===== config.mk =====
export PLATFORM = sky130hd
export DESIGN_NAME = twi_slave
export DESIGN_NICKNAME = d
export VERILOG_FILES = /design/src/twi_pkg.sv /design/src/twi_slave.sv /design/src/pin_filter.sv /design/src/config_regs.sv
export SDC_FILE = /design/constraint.sdc
export NUM_CORES = 1
export LEC_CHECK = 0
export BUFFER_PORTS_ARGS = -buffer_cell sky130_fd_sc_hd__buf_2
export CORE_UTILIZATION = 45
export DETAILED_ROUTE_END_ITERATION = 10
export PLACE_DENSITY = 0.69
export SLEW_MARGIN = 20
export SYNTH_ARGS = -nofsm -noshare
export SYNTH_HDL_FRONTEND = slang
export SYNTH_HIERARCHICAL = 1
export SYNTH_SLANG_ARGS = --single-unit

===== constraint.sdc =====
create_clock -name CLK_I -period 3 [get_ports CLK_I]
set_clock_uncertainty 0.05 [all_clocks]
set_input_delay 0.3 -clock CLK_I [delete_from_list [all_inputs] [get_ports CLK_I]]
set_output_delay 0.3 -clock CLK_I [all_outputs]
set_load 0.05 [all_outputs]

===== src/twi_pkg.sv =====
package twi_pkg;

  // ----------------------------------------------------------------
  // Addressing
  // ----------------------------------------------------------------
  localparam logic [6:0] SLAVE_ADDR_BASE = 7'h38;
  localparam logic [7:0] GLOBAL_ADDR = 8'h80;
  localparam logic [7:0] PTR_RESET = 8'h00;

  // ----------------------------------------------------------------
  // Output gain registers
  // ----------------------------------------------------------------
  localparam logic [7:0] CH0_BANK_A_GAIN_ADDR = 8'h09;
  localparam logic [7:0] CH0_BANK_B_GAIN_ADDR = 8'h29;
  localparam logic [7:0] CH1_BANK_A_GAIN_ADDR = 8'h49;
  localparam logic [7:0] CH1_BANK_B_GAIN_ADDR = 8'h69;
  localparam logic [4:0] GAIN_LOW_ADDR = 5'h09;
  localparam int GAIN_CH_POS = 6;
  localparam int GAIN_BANK_POS = 5;
  localparam logic [7:0] GAIN_A_RESET = 8'h30;
  localparam logic [7:0] GAIN_B_RESET = 8'h3f;
  localparam int GAIN_MSB = 5;
  localparam int GAIN_COUNT = 4;

  // ----------------------------------------------------------------
  // Global register
  // ----------------------------------------------------------------
  localparam int GLB_ADDR_SET_POS = 6;
  localparam logic [5:0] GLB_CTRL_RESET = 6'h3f;

  // ----------------------------------------------------------------
  // Pin filter
  // ----------------------------------------------------------------
  localparam int FILTER_LEN = 3;

  // ----------------------------------------------------------------
  // Serial engine states
  // ----------------------------------------------------------------
  typedef enum logic [5:0] {
    ST_IDLE = 6'h01,
    ST_ADDR = 6'h02,
    ST_ACK = 6'h04,
    ST_RX = 6'h08,
    ST_TX = 6'h10,
    ST_TXACK = 6'h20
  } state_t;

endpackage : twi_pkg


===== src/twi_slave.sv =====
`timescale 1ns/1ns
// Contract
// - Master clocks; device never drives SCL
// - Lines only pulled low or released
// - Reset slave address is 0x38
// - Select bit clear: straps choose bank only
// - Select bit set: straps pick address
// - Bank A gains reset to 0x30
// - Bank B gains reset to 0x3F
// - Gain bits 7:6 stored, no effect
// - Start detected, bus busy
// - Stop detected, bus free
// - Eight bits MSB first, then acknowledge
// - SDA changes only while SCL low
// - Ninth clock: receiver pulls SDA low
// - Not-acknowledge leaves SDA high
// - First byte: address plus direction
// - Acknowledge only matching slave address
// - First write byte sets pointer
// - Later write bytes stored, pointer advances
// - Direction bit steers following data bytes
// - Reads start at pointer, default zero
// - Master NOT_ACKNOWLEDGE ends device data drive
// - Address matched even without start
// - Writing select bit latches strap pins
module twi_slave
  import twi_pkg::*;
(
  input wire logic CLK_I,
  input wire logic RSTN_I,
  input wire logic SCL_I,
  output logic SCL_O,
  output logic SCL_OE_O,
  input wire logic SDA_I,
  output logic SDA_O,
  output logic SDA_OE_O,
  input wire logic BANK_STRAP_PIN_ZERO_I,
  input wire logic BANK_STRAP_PIN_ONE_I,
  output logic [5:0] CH0_GAIN_O,
  output logic [5:0] CH1_GAIN_O
);

  // ----------------------------------------------------------------
  // Pin sampling
  // ----------------------------------------------------------------
  logic [3:0] pin_raw;
  logic [3:0] pin_f;
  logic scl_f;
  logic sda_f;
  logic [1:0] strap;

  assign pin_raw = {BANK_STRAP_PIN_ONE_I, BANK_STRAP_PIN_ZERO_I,
                    SDA_I, SCL_I};

  for (genvar i = 0; i < 4; i++) begin : g_pin
    pin_filter #(
      .LEN(FILTER_LEN)
    ) u_filter (
      .clk_i(CLK_I),
      .rst_n_i(RSTN_I),
      .pin_i(pin_raw[i]),
      .level_o(pin_f[i])
    );
  end

  assign scl_f = pin_f[0];
  assign sda_f = pin_f[1];
  assign strap = pin_f[3:2];

  // ----------------------------------------------------------------
  // Bus events
  // ----------------------------------------------------------------
  logic scl_p_q;
  logic sda_p_q;
  logic scl_rise;
  logic scl_fall;
  logic start_ev;
  logic stop_ev;

  always_ff @(posedge CLK_I) begin
    if (!RSTN_I) begin
      scl_p_q <= 1'b1;
      sda_p_q <= 1'b1;
    end else begin
      scl_p_q <= scl_f;
      sda_p_q <= sda_f;
    end
  end

  assign scl_rise = scl_f && !scl_p_q;
  assign scl_fall = !scl_f && scl_p_q;
  assign start_ev = scl_f && scl_p_q && sda_p_q && !sda_f;
  assign stop_ev = scl_f && scl_p_q && !sda_p_q && sda_f;

  // ----------------------------------------------------------------
  // Register file
  // ----------------------------------------------------------------
  logic wr_en_q;
  logic [7:0] wr_addr_q;
  logic [7:0] wr_data_q;
  logic [7:0] ptr_q;
  logic [7:0] rd_data;
  logic addr_mode;
  logic [1:0] addr_sel;
  logic [3:0][5:0] gain;
  logic [6:0] slave_addr;

  config_regs u_regs (
    .clk_i(CLK_I),
    .rst_n_i(RSTN_I),
    .wr_en_i(wr_en_q),
    .wr_addr_i(wr_addr_q),
    .wr_data_i(wr_data_q),
    .rd_addr_i(ptr_q),
    .rd_data_o(rd_data),
    .strap_i(strap),
    .addr_mode_o(addr_mode),
    .addr_sel_o(addr_sel),
    .gain_o(gain)
  );

  // Address follows latched straps only in select mode
  assign slave_addr = addr_mode
                    ? (SLAVE_ADDR_BASE | {4'h0, addr_sel, 1'b0})
                    : SLAVE_ADDR_BASE;

  // ----------------------------------------------------------------
  // Gain outputs, bank chosen by straps
  // ----------------------------------------------------------------
  always_ff @(posedge CLK_I) begin
    if (!RSTN_I) begin
      CH0_GAIN_O <= GAIN_A_RESET[5:0];
      CH1_GAIN_O <= GAIN_A_RESET[5:0];
    end else begin
      CH0_GAIN_O <= strap[0] ? gain[1] : gain[0];
      CH1_GAIN_O <= strap[1] ? gain[3] : gain[2];
    end
  end

  // ----------------------------------------------------------------
  // Fixed pin drives
  // ----------------------------------------------------------------
  always_ff @(posedge CLK_I) begin
    if (!RSTN_I) begin
      SCL_O <= 1'b0;
      SCL_OE_O <= 1'b0;
      SDA_O <= 1'b0;
    end else begin
      SCL_O <= 1'b0;
      SCL_OE_O <= 1'b0;
      SDA_O <= 1'b0;
    end
  end

  // ----------------------------------------------------------------
  // Serial engine
  // ----------------------------------------------------------------
  state_t state_q;
  logic [3:0] cnt_q;
  logic [7:0] rx_q;
  logic [7:0] tx_q;
  logic rw_q;
  logic ptr_next_q;
  logic mack_q;
  logic addr_match;

  assign addr_match = (rx_q[7:1] == slave_addr) && (cnt_q == 4'h8);

  always_ff @(posedge CLK_I) begin
    if (!RSTN_I) begin
      state_q <= ST_IDLE;
      cnt_q <= 4'h0;
      rx_q <= 8'h00;
      tx_q <= 8'h00;
      rw_q <= 1'b0;
      ptr_next_q <= 1'b0;
      mack_q <= 1'b0;
      ptr_q <= PTR_RESET;
      SDA_OE_O <= 1'b0;
      wr_en_q <= 1'b0;
      wr_addr_q <= 8'h00;
      wr_data_q <= 8'h00;
    end else begin
      wr_en_q <= 1'b0;
      if (start_ev) begin
        state_q <= ST_ADDR;
        cnt_q <= 4'h0;
        SDA_OE_O <= 1'b0;
      end else if (stop_ev) begin
        state_q <= ST_IDLE;
        cnt_q <= 4'h0;
        SDA_OE_O <= 1'b0;
      end else begin
        case (state_q)
          ST_IDLE, ST_ADDR: begin
            if (scl_rise) begin
              rx_q <= {rx_q[6:0], sda_f};
              // Idle keeps a sliding window of the last eight bits
              cnt_q <= (cnt_q == 4'h8) ? 4'h8 : cnt_q + 4'h1;
            end else if (scl_fall && addr_match) begin
              SDA_OE_O <= 1'b1;
              rw_q <= rx_q[0];
              ptr_next_q <= !rx_q[0];
              state_q <= ST_ACK;
              cnt_q <= 4'h0;
            end else if (scl_fall && cnt_q == 4'h8
                         && state_q == ST_ADDR) begin
              state_q <= ST_IDLE;
              cnt_q <= 4'h0;
            end
          end
          ST_ACK: begin
            if (scl_fall) begin
              cnt_q <= 4'h0;
              if (rw_q) begin
                tx_q <= rd_data;
                SDA_OE_O <= !rd_data[7];
                ptr_q <= ptr_q + 8'h01;
                state_q <= ST_TX;
              end else begin
                SDA_OE_O <= 1'b0;
                state_q <= ST_RX;
              end
            end
          end
          ST_RX: begin
            if (scl_rise) begin
              rx_q <= {rx_q[6:0], sda_f};
              cnt_q <= cnt_q + 4'h1;
            end else if (scl_fall && cnt_q == 4'h8) begin
              SDA_OE_O <= 1'b1;
              state_q <= ST_ACK;
              if (ptr_next_q) begin
                ptr_q <= rx_q;
                ptr_next_q <= 1'b0;
              end else begin
                wr_en_q <= 1'b1;
                wr_addr_q <= ptr_q;
                wr_data_q <= rx_q;
                ptr_q <= ptr_q + 8'h01;
              end
            end
          end
          ST_TX: begin
            if (scl_rise) begin
              cnt_q <= cnt_q + 4'h1;
            end else if (scl_fall && cnt_q == 4'h8) begin
              SDA_OE_O <= 1'b0;
              state_q <= ST_TXACK;
            end else if (scl_fall) begin
              tx_q <= {tx_q[6:0], 1'b0};
              SDA_OE_O <= !tx_q[6];
            end
          end
          ST_TXACK: begin
            if (scl_rise) begin
              mack_q <= !sda_f;
            end else if (scl_fall) begin
              cnt_q <= 4'h0;
              if (mack_q) begin
                tx_q <= rd_data;
                SDA_OE_O <= !rd_data[7];
                ptr_q <= ptr_q + 8'h01;
                state_q <= ST_TX;
              end else begin
                SDA_OE_O <= 1'b0;
                state_q <= ST_IDLE;
              end
            end
          end
          default: begin
            state_q <= ST_IDLE;
            SDA_OE_O <= 1'b0;
          end
        endcase
      end
    end
  end
endmodule : twi_slave


===== src/pin_filter.sv =====
`timescale 1ns/1ns
module pin_filter
  import twi_pkg::*;
#(
  parameter int LEN = FILTER_LEN
) (
  input wire logic clk_i,
  input wire logic rst_n_i,
  input wire logic pin_i,
  output logic level_o
);

  // ----------------------------------------------------------------
  // Two-stage synchroniser, then a run-length filter
  // ----------------------------------------------------------------
  logic meta_q;
  logic sync_q;
  logic [3:0] run_q;

  always_ff @(posedge clk_i) begin
    if (!rst_n_i) begin
      meta_q <= 1'b1;
      sync_q <= 1'b1;
    end else begin
      meta_q <= pin_i;
      sync_q <= meta_q;
    end
  end

  always_ff @(posedge clk_i) begin
    if (!rst_n_i) begin
      run_q <= 4'h0;
      level_o <= 1'b1;
    end else if (sync_q == level_o) begin
      run_q <= 4'h0;
    end else if (run_q == 4'(LEN - 1)) begin
      run_q <= 4'h0;
      level_o <= sync_q;
    end else begin
      run_q <= run_q + 4'h1;
    end
  end

endmodule : pin_filter


===== src/config_regs.sv =====
`timescale 1ns/1ns
module config_regs
  import twi_pkg::*;
(
  input wire logic clk_i,
  input wire logic rst_n_i,
  input wire logic wr_en_i,
  input wire logic [7:0] wr_addr_i,
  input wire logic [7:0] wr_data_i,
  input wire logic [7:0] rd_addr_i,
  output logic [7:0] rd_data_o,
  input wire logic [1:0] strap_i,
  output logic addr_mode_o,
  output logic [1:0] addr_sel_o,
  output logic [3:0][5:0] gain_o
);

  // ----------------------------------------------------------------
  // Gain register decode
  // ----------------------------------------------------------------
  function automatic logic gain_hit(input logic [7:0] a);
    gain_hit = !a[7] && (a[4:0] == GAIN_LOW_ADDR);
  endfunction : gain_hit

  function automatic logic [1:0] gain_idx(input logic [7:0] a);
    gain_idx = {a[GAIN_CH_POS], a[GAIN_BANK_POS]};
  endfunction : gain_idx

  logic [7:0] gain_q [GAIN_COUNT];
  logic [5:0] ctrl_q;

  // ----------------------------------------------------------------
  // Gain registers, bank A resets low, bank B high
  // ----------------------------------------------------------------
  for (genvar i = 0; i < GAIN_COUNT; i++) begin : g_gain
    always_ff @(posedge clk_i) begin
      if (!rst_n_i) begin
        gain_q[i] <= (i % 2 == 1) ? GAIN_B_RESET : GAIN_A_RESET;
      end else if (wr_en_i && gain_hit(wr_addr_i)
                   && gain_idx(wr_addr_i) == 2'(i)) begin
        gain_q[i] <= wr_data_i;
      end
    end
    assign gain_o[i] = gain_q[i][GAIN_MSB:0];
  end

  // ----------------------------------------------------------------
  // Global register, address select latch
  // ----------------------------------------------------------------
  always_ff @(posedge clk_i) begin
    if (!rst_n_i) begin
      ctrl_q <= GLB_CTRL_RESET;
      addr_mode_o <= 1'b0;
      addr_sel_o <= 2'h0;
    end else if (wr_en_i && wr_addr_i == GLOBAL_ADDR) begin
      ctrl_q <= wr_data_i[5:0];
      addr_mode_o <= wr_data_i[GLB_ADDR_SET_POS];
      if (wr_data_i[GLB_ADDR_SET_POS]) begin
        addr_sel_o <= strap_i;
      end
    end
  end

  // ----------------------------------------------------------------
  // Read mux, unmapped reads as zero
  // ----------------------------------------------------------------
  always_comb begin
    rd_data_o = 8'h00;
    if (rd_addr_i == GLOBAL_ADDR) begin
      rd_data_o = {addr_sel_o, ctrl_q};
    end else if (gain_hit(rd_addr_i)) begin
      rd_data_o = gain_q[gain_idx(rd_addr_i)];
    end
  end

endmodule : config_regs


Word-level counts from Yosys, hierarchy flattened
Memory sizes are Yosys's and may differ from the RTL's. A register that Yosys moved wholly into a read port is not among the register bits.
Index checks and enable logic that the tools add are counted.

storage, ports and cells
  memories kept = 1
  register bits after elaboration = 105
  logic and storage cells = 249
  bits in writable memories = 32
  output and inout port bits = 16
  bits of input ports = 6

cells by class
  reductions and logical operators = 58
  bitwise gates (word level) = 15
  eq/ne operators = 49
  add/sub/neg operators = 6
  mux-type cells = 84

memories
  memory         depth  width  rd ports  clocked after Yosys merged registers in  write ports  line               text
  u_regs.gain_q  4      8      5         1                                        4            config_regs.sv:29  logic [7:0] gain_q [GAIN_COUNT];

operator list
  operator                                                               count
  8-bit 2-to-1 mux                                                       14
  6-bit 2-to-1 mux                                                       12
  7-bit 2-to-1 mux                                                       8
  4-bit inequality test, second input constant                           9
  1-bit 2-to-1 mux                                                       30
  6-bit one-hot mux with 5 select lines                                  1
  4-bit 2-to-1 mux                                                       7
  9-bit AND reduction                                                    3
  2-bit inequality test, second input constant                           13
  8-bit one-hot mux with 3 select lines                                  1
  7-bit one-hot mux with 3 select lines                                  1
  4-bit by 1-bit adder with 4-bit output, second input constant          5
  1-bit logical AND                                                      19
  3-bit OR reduction                                                     6
  4-bit by 2-bit equality test with 1-bit output, second input constant  4
  8-bit equality test, second input constant                             2
  4-bit one-hot mux with 4 select lines                                  1
  4-bit AND reduction                                                    3
  1-bit NOT                                                              11
  11-bit AND reduction                                                   1
  5-bit by 4-bit equality test with 1-bit output, second input constant  2
  5-bit 2-to-1 mux                                                       2
  10-bit AND reduction                                                   1
  2-bit AND reduction                                                    5
  30 further kinds                                                       51

Logic depth before layout (Yosys ltp)
  depth after elaboration = 10
  mapped depth = 9
  mapped depth without buffers = 8

Hierarchy
The synthesis kept the hierarchy.

by module, submodules not included
  module       times used  cells an instance  seq. area each (um2)  area each (um2)
  twi_slave    1           417                1361.3                3395.8
  config_regs  1           174                1141.1                2159.6
  pin_filter   4           24                 140.1                 257.7

Least setup slack after synthesis
No wires, ideal clock.

  kind = reg-to-reg
  from = register wr_addr_q[1]
  to = memory u_regs.gain_q[2][0], enable pin
  path buffers = 2
  arrival = 2057 ps
  period minus slack after synthesis = 2491 ps
  cell stages (with the launch flop) = 6
  setup slack = 509 ps
  data required time = 2566 ps
  cells stage by stage = dfxtp_1 -> or4b_1 -> buf_2 -> or3_1 -> clkbuf_1 -> o21ai_0

RTL lines
  element                   line               text
  start: declaration        twi_slave.sv:99    logic [7:0] wr_addr_q;
  start signal: assignment  twi_slave.sv:238   wr_addr_q <= ptr_q;
  end: declaration          config_regs.sv:29

Final worst setup path
  from = register state_q[1]
  to = register rx_q[7]

on the way
  cells in the longest elaborated chain, start to end = 3

ends and longest elaborated chain
  element                                                                       line              text
  start: declaration                                                            twi_slave.sv:158  state_t state_q;
  start signal: assignment                                                      twi_slave.sv:171  state_q <= ST_IDLE;
  start signal: assignment                                                      twi_slave.sv:186  state_q <= ST_ADDR;
  start signal: assignment                                                      twi_slave.sv:190  state_q <= ST_IDLE;
  6-bit by 2-bit equality test with 1-bit output, or another cell as far along  twi_slave.sv:194  case (state_q)
  3-bit OR reduction (no line) *                                                -
  4-bit AND reduction (no line) *                                               -
  end signal: assignment                                                        twi_slave.sv:197  rx_q <= {rx_q[6:0], sda_f};
  end signal: assignment                                                        twi_slave.sv:228  rx_q <= {rx_q[6:0], sda_f};
  end: declaration                                                              twi_slave.sv:160  logic [7:0] rx_q;

Every way passes the cells marked *; elsewhere a longest branch is shown, timed or not.
A chain may end at the register's enable or synchronous reset.

==> results.py <==
metrics = {
    "outcome": {
        "status": "complete, no violations",
    },
    "timing": {
        "rsz0062_at_grt": "false",
        "worstMarginPinSlew_ps": 951,
        "fin_crit_sh": 0.843,
        "setup_ws_ps": 470,
        "finalMaxSlewViolations": 0,
        "max_freq_mhz": 395,
        "fin_crit_ps": 2530,
        "setup_violations": 0,
        "fin_tns_setup_ps": 0,
        "relSlewSlack": 0.360,
        "hold_violations": 0,
    },
    "synthesis": {
        "synth.distinct_cells": 67,
        "synth_top_area_share": 0.319,
        "ys_seq_area_frac": 0.465,
        "synth_cells": 687,
        "synth_edf_count": 32,
        "yosysTopAreaCell": "dfxtp_1",
        "syn_area_mm2": 0.00659,
        "yosys-top-cells-area": "dfxtp_1 (32%), edfxtp_1 (15%), mux2i_1 (6.4%)",
        "synthArstFlopShare": 0,
        "syn_area_per_cell_um2": 9.59,
        "synth_ff_type": "dfxtp_1",
        "synth-seq-cells": 137,
        "synth_warnings": 6,
    },
    "min_path": {
        "hold_start": "SCL_I",
        "whs_path_depth": 2,
        "min_to": "g_pin[0].u_filter/meta_q",
        "hp-class": "primary input to flip-flop",
    },
    "critical_path": {
        "start_kind": "flip-flop",
        "path_cells": "or4_1, or2_1, a21oi_2, mux2i_1, nor2_1",
        "crit_type": "flip-flop to flip-flop",
        "cp_max_fo": 12,
        "slowest_delay_ps": 680,
        "crit_slowest_cell": "or4_1",
        "reg2reg_depth": 5,
        "cp.arrival_ps": 2780,
        "r2r-end": "rx_q[7]",
        "crit_required_ps": 3250,
        "cp-end-kind": "flip-flop",
        "rr_startpoint": "state_q[1]",
        "reg2reg_slack_ps": 470,
    },
    "global_route": {
        "gr-max-usage-layer": "met2",
        "grt_pass1_vias": 4927,
        "gr-total-overflow": 0,
        "antenna_found_initial": 0,
        "grt_usage": 0.203,
        "use_met2": 0.339,
        "use_met1": 0.238,
        "grt_max_degree": 34,
        "grt_pass1_wl_um": 23200,
        "grt_util_met3": 0.0489,
    },
    "placement": {
        "portBuffers": 18,
        "gp_congestion": 0.913,
        "hpwl_um": 10100,
        "dp_slack_ps": 477,
    },
    "detailed_routing": {
        "drtIter0Drc": 288,
        "first_pass_iters": 4,
        "wl_per_cell_um": 16.3,
        "wl_um": 14300,
        "drcViolationCount": 0,
        "ant_nets": 0,
        "via_count": 4847,
        "vias_per_cell": 5.53,
    },
    "clock_network": {
        "cts-resized-gates": 0,
        "cts_max_level": 4,
        "holdBufCountCts": 0,
        "post_cts.repair.setup_buffers": 0,
        "cts_root_buffer": "clkbuf_16",
        "clk_latency_ps": 420,
        "cts_buffers": 17,
        "cts.reportedPaths.clkPinSlew_ps": 60,
        "cts_sinks": 137,
        "cts_tree": "built",
        "cts.path.max_buffers": 2,
    },
    "die": {
        "dieArea_mm2": 0.0151,
        "die_w_um": 123,
        "start_util": 0.467,
        "core_region_area_mm2": 0.0141,
        "die_y_um": 123,
        "pin_count": 22,
        "placementRows": 43,
    },
    "finish": {
        "drive_above_1_share": 0.133,
        "insertedDiodeCount": 0,
        "syn_to_final_growth_pct": 10.4,
        "fin_nets": 701,
    },
    "job": {
        "maxCapViolations": 0,
    },
    "pwr": {
        "peakVddDrop_uv": 415,
        "p_leak_uw": 0.00265,
        "power_density_mw_per_mm2": 551,
    },
}
==> metrics by stage <==
step	instance area (µm²)	hold slack [ps]	total power [µW]	util	cells
CTS	7270	5.91	4030	0.516	876
global route	7270	20.9	4110	0.516	877
floorplan	6590	312	2030	-	689
global placement	6700	343	2060	0.475	844
detailed placement	6700	345	2060	0.475	844
finish	7270	12.8	4010	0.516	877
==> layout make-up <==
class | instances | area [µm²]
fillers | 1256 | 6820
multi-input cells | 473 | 3110
flip-flops and latches | 137 | 3060
clock buffers | 25 | 517
repair buffers | 39 | 248
well taps | 180 | 225
inverters | 16 | 60.1
clock inverters | 7 | 55.1
==> worst max path at each step <==
stage,from,end,slack (ps),depth (start not counted)
final,state_q[1],rx_q[7],470,5
after global routing,g_pin[0].u_filter/level_o,ptr_next_q,240,6
after CTS,state_q[1],ptr_q[0],470,5
after detailed placement,state_q[5],ptr_q[0],480,5
after global placement,g_pin[0].u_filter/level_o,ptr_next_q,540,6
after floorplan,wr_addr_q[1],u_regs/gain_q[2][0],510,5
==> cells by family (layout without fill, tap and decap cells) <==
| family | after synthesis | count (layout) | share of synthesized area |
|---|---|---|---|
| DFF | 137 | 137 | 0.465 |
| buffers and inverters | 79 | 87 | 0.0652 |
| muxes | 50 | 50 | 0.0912 |
| AOI/OAI and AO/OA | 108 | 108 | 0.106 |
| and+or+nand+nor | 283 | 283 | 0.227 |
| adders and majority gates | 11 | 11 | 0.0209 |
| xor gates and xnor gates | 18 | 18 | 0.0239 |
| other | 1 | 3 | 0.000569 |
==> where the power goes <==
part | switching [µW] | total, µW | internal [µW]
Clock | 790 | 1990 | 1200
Sequential | 8.01 | 1910 | 1910
Combinational | 77.3 | 106 | 28.6
==> registers in the layout (all words and copies together) (netlist names), 2 cells and up <==
| register | flops |
|---|---|
| CH0_GAIN_O | 6 |
| CH1_GAIN_O | 6 |
| cnt_q | 4 |
| g_pin.u_filter/level_o | 4 |
| g_pin.u_filter/meta_q | 4 |
| g_pin.u_filter/run_q | 16 |
| g_pin.u_filter/sync_q | 4 |
| ptr_q | 8 |
| rx_q | 8 |
| state_q | 6 |
| tx_q | 7 |
| u_regs/addr_sel_o | 2 |
| u_regs/ctrl_q | 6 |
| u_regs/gain_q | 32 |
| wr_addr_q | 8 |
| wr_data_q | 8 |
==> layout by cell type (no fill, tap or decap), types with 4 or more instances in the layout <==
| cell type | netlist | final |
|---|---|---|
| dfxtp_1 | 105 | 105 |
| nand2_1 | 67 | 67 |
| nor2_1 | 67 | 67 |
| mux2i_1 | 42 | 42 |
| a21oi_1 | 38 | 38 |
| edfxtp_1 | 32 | 32 |
| o21ai_0 | 22 | 22 |
| nand3_1 | 21 | 21 |
| buf_4 | 27 | 21 |
| nand2b_1 | 19 | 19 |
| clkbuf_16 | 0 | 18 |
| buf_2 | 7 | 18 |
| inv_1 | 15 | 15 |
| nor2b_1 | 15 | 15 |
| xor2_1 | 14 | 14 |
| or2_1 | 13 | 13 |
| and2_1 | 13 | 13 |
| nor3_1 | 13 | 12 |
| ha_1 | 11 | 11 |
| a211oi_1 | 10 | 10 |
| mux4_2 | 8 | 8 |
| a22o_1 | 8 | 8 |
| nor4_1 | 7 | 7 |
| nand3b_1 | 7 | 7 |
| nor3b_1 | 6 | 6 |
| and3_1 | 4 | 4 |
| or3_1 | 4 | 4 |
| o21a_1 | 4 | 4 |
| clkbuf_8 | 0 | 4 |
| or3b_4 | 4 | 4 |
| xnor2_1 | 4 | 4 |
==> layer usage <==
layer / up-vias / wire length, µm
li1: 2379 / -
met1: 2321 / 6400
met2: 111 / 6850
met3: 36 / 587
met4: 0 / 456
met5: - / 0
==> worst max-delay path: cells and delay by family, from the launching register on <==
kind | cells | cell delay (ps)
and+or+nand+nor | 3 | 1120
muxes | 1 | 270
DFF | 1 | 420
AOI/OAI and AO/OA | 1 | 540
==> Yosys cell counts, drive strengths merged (7+ instances only) <==
cell,n
buf,39
nand2b,19
mux4,8
a22o,8
nor3,15
nand3,21
nor4,7
ha,11
a21oi,39
o21ai,22
inv,15
edfxtp,32
nand3b,7
mux2i,42
nand2,67
dfxtp,105
or2,13
clkbuf,24
nor2,67
nor2b,15
xor2,14
a211oi,11
and2,13
Note: power is estimated with default switching activity, not from simulation.
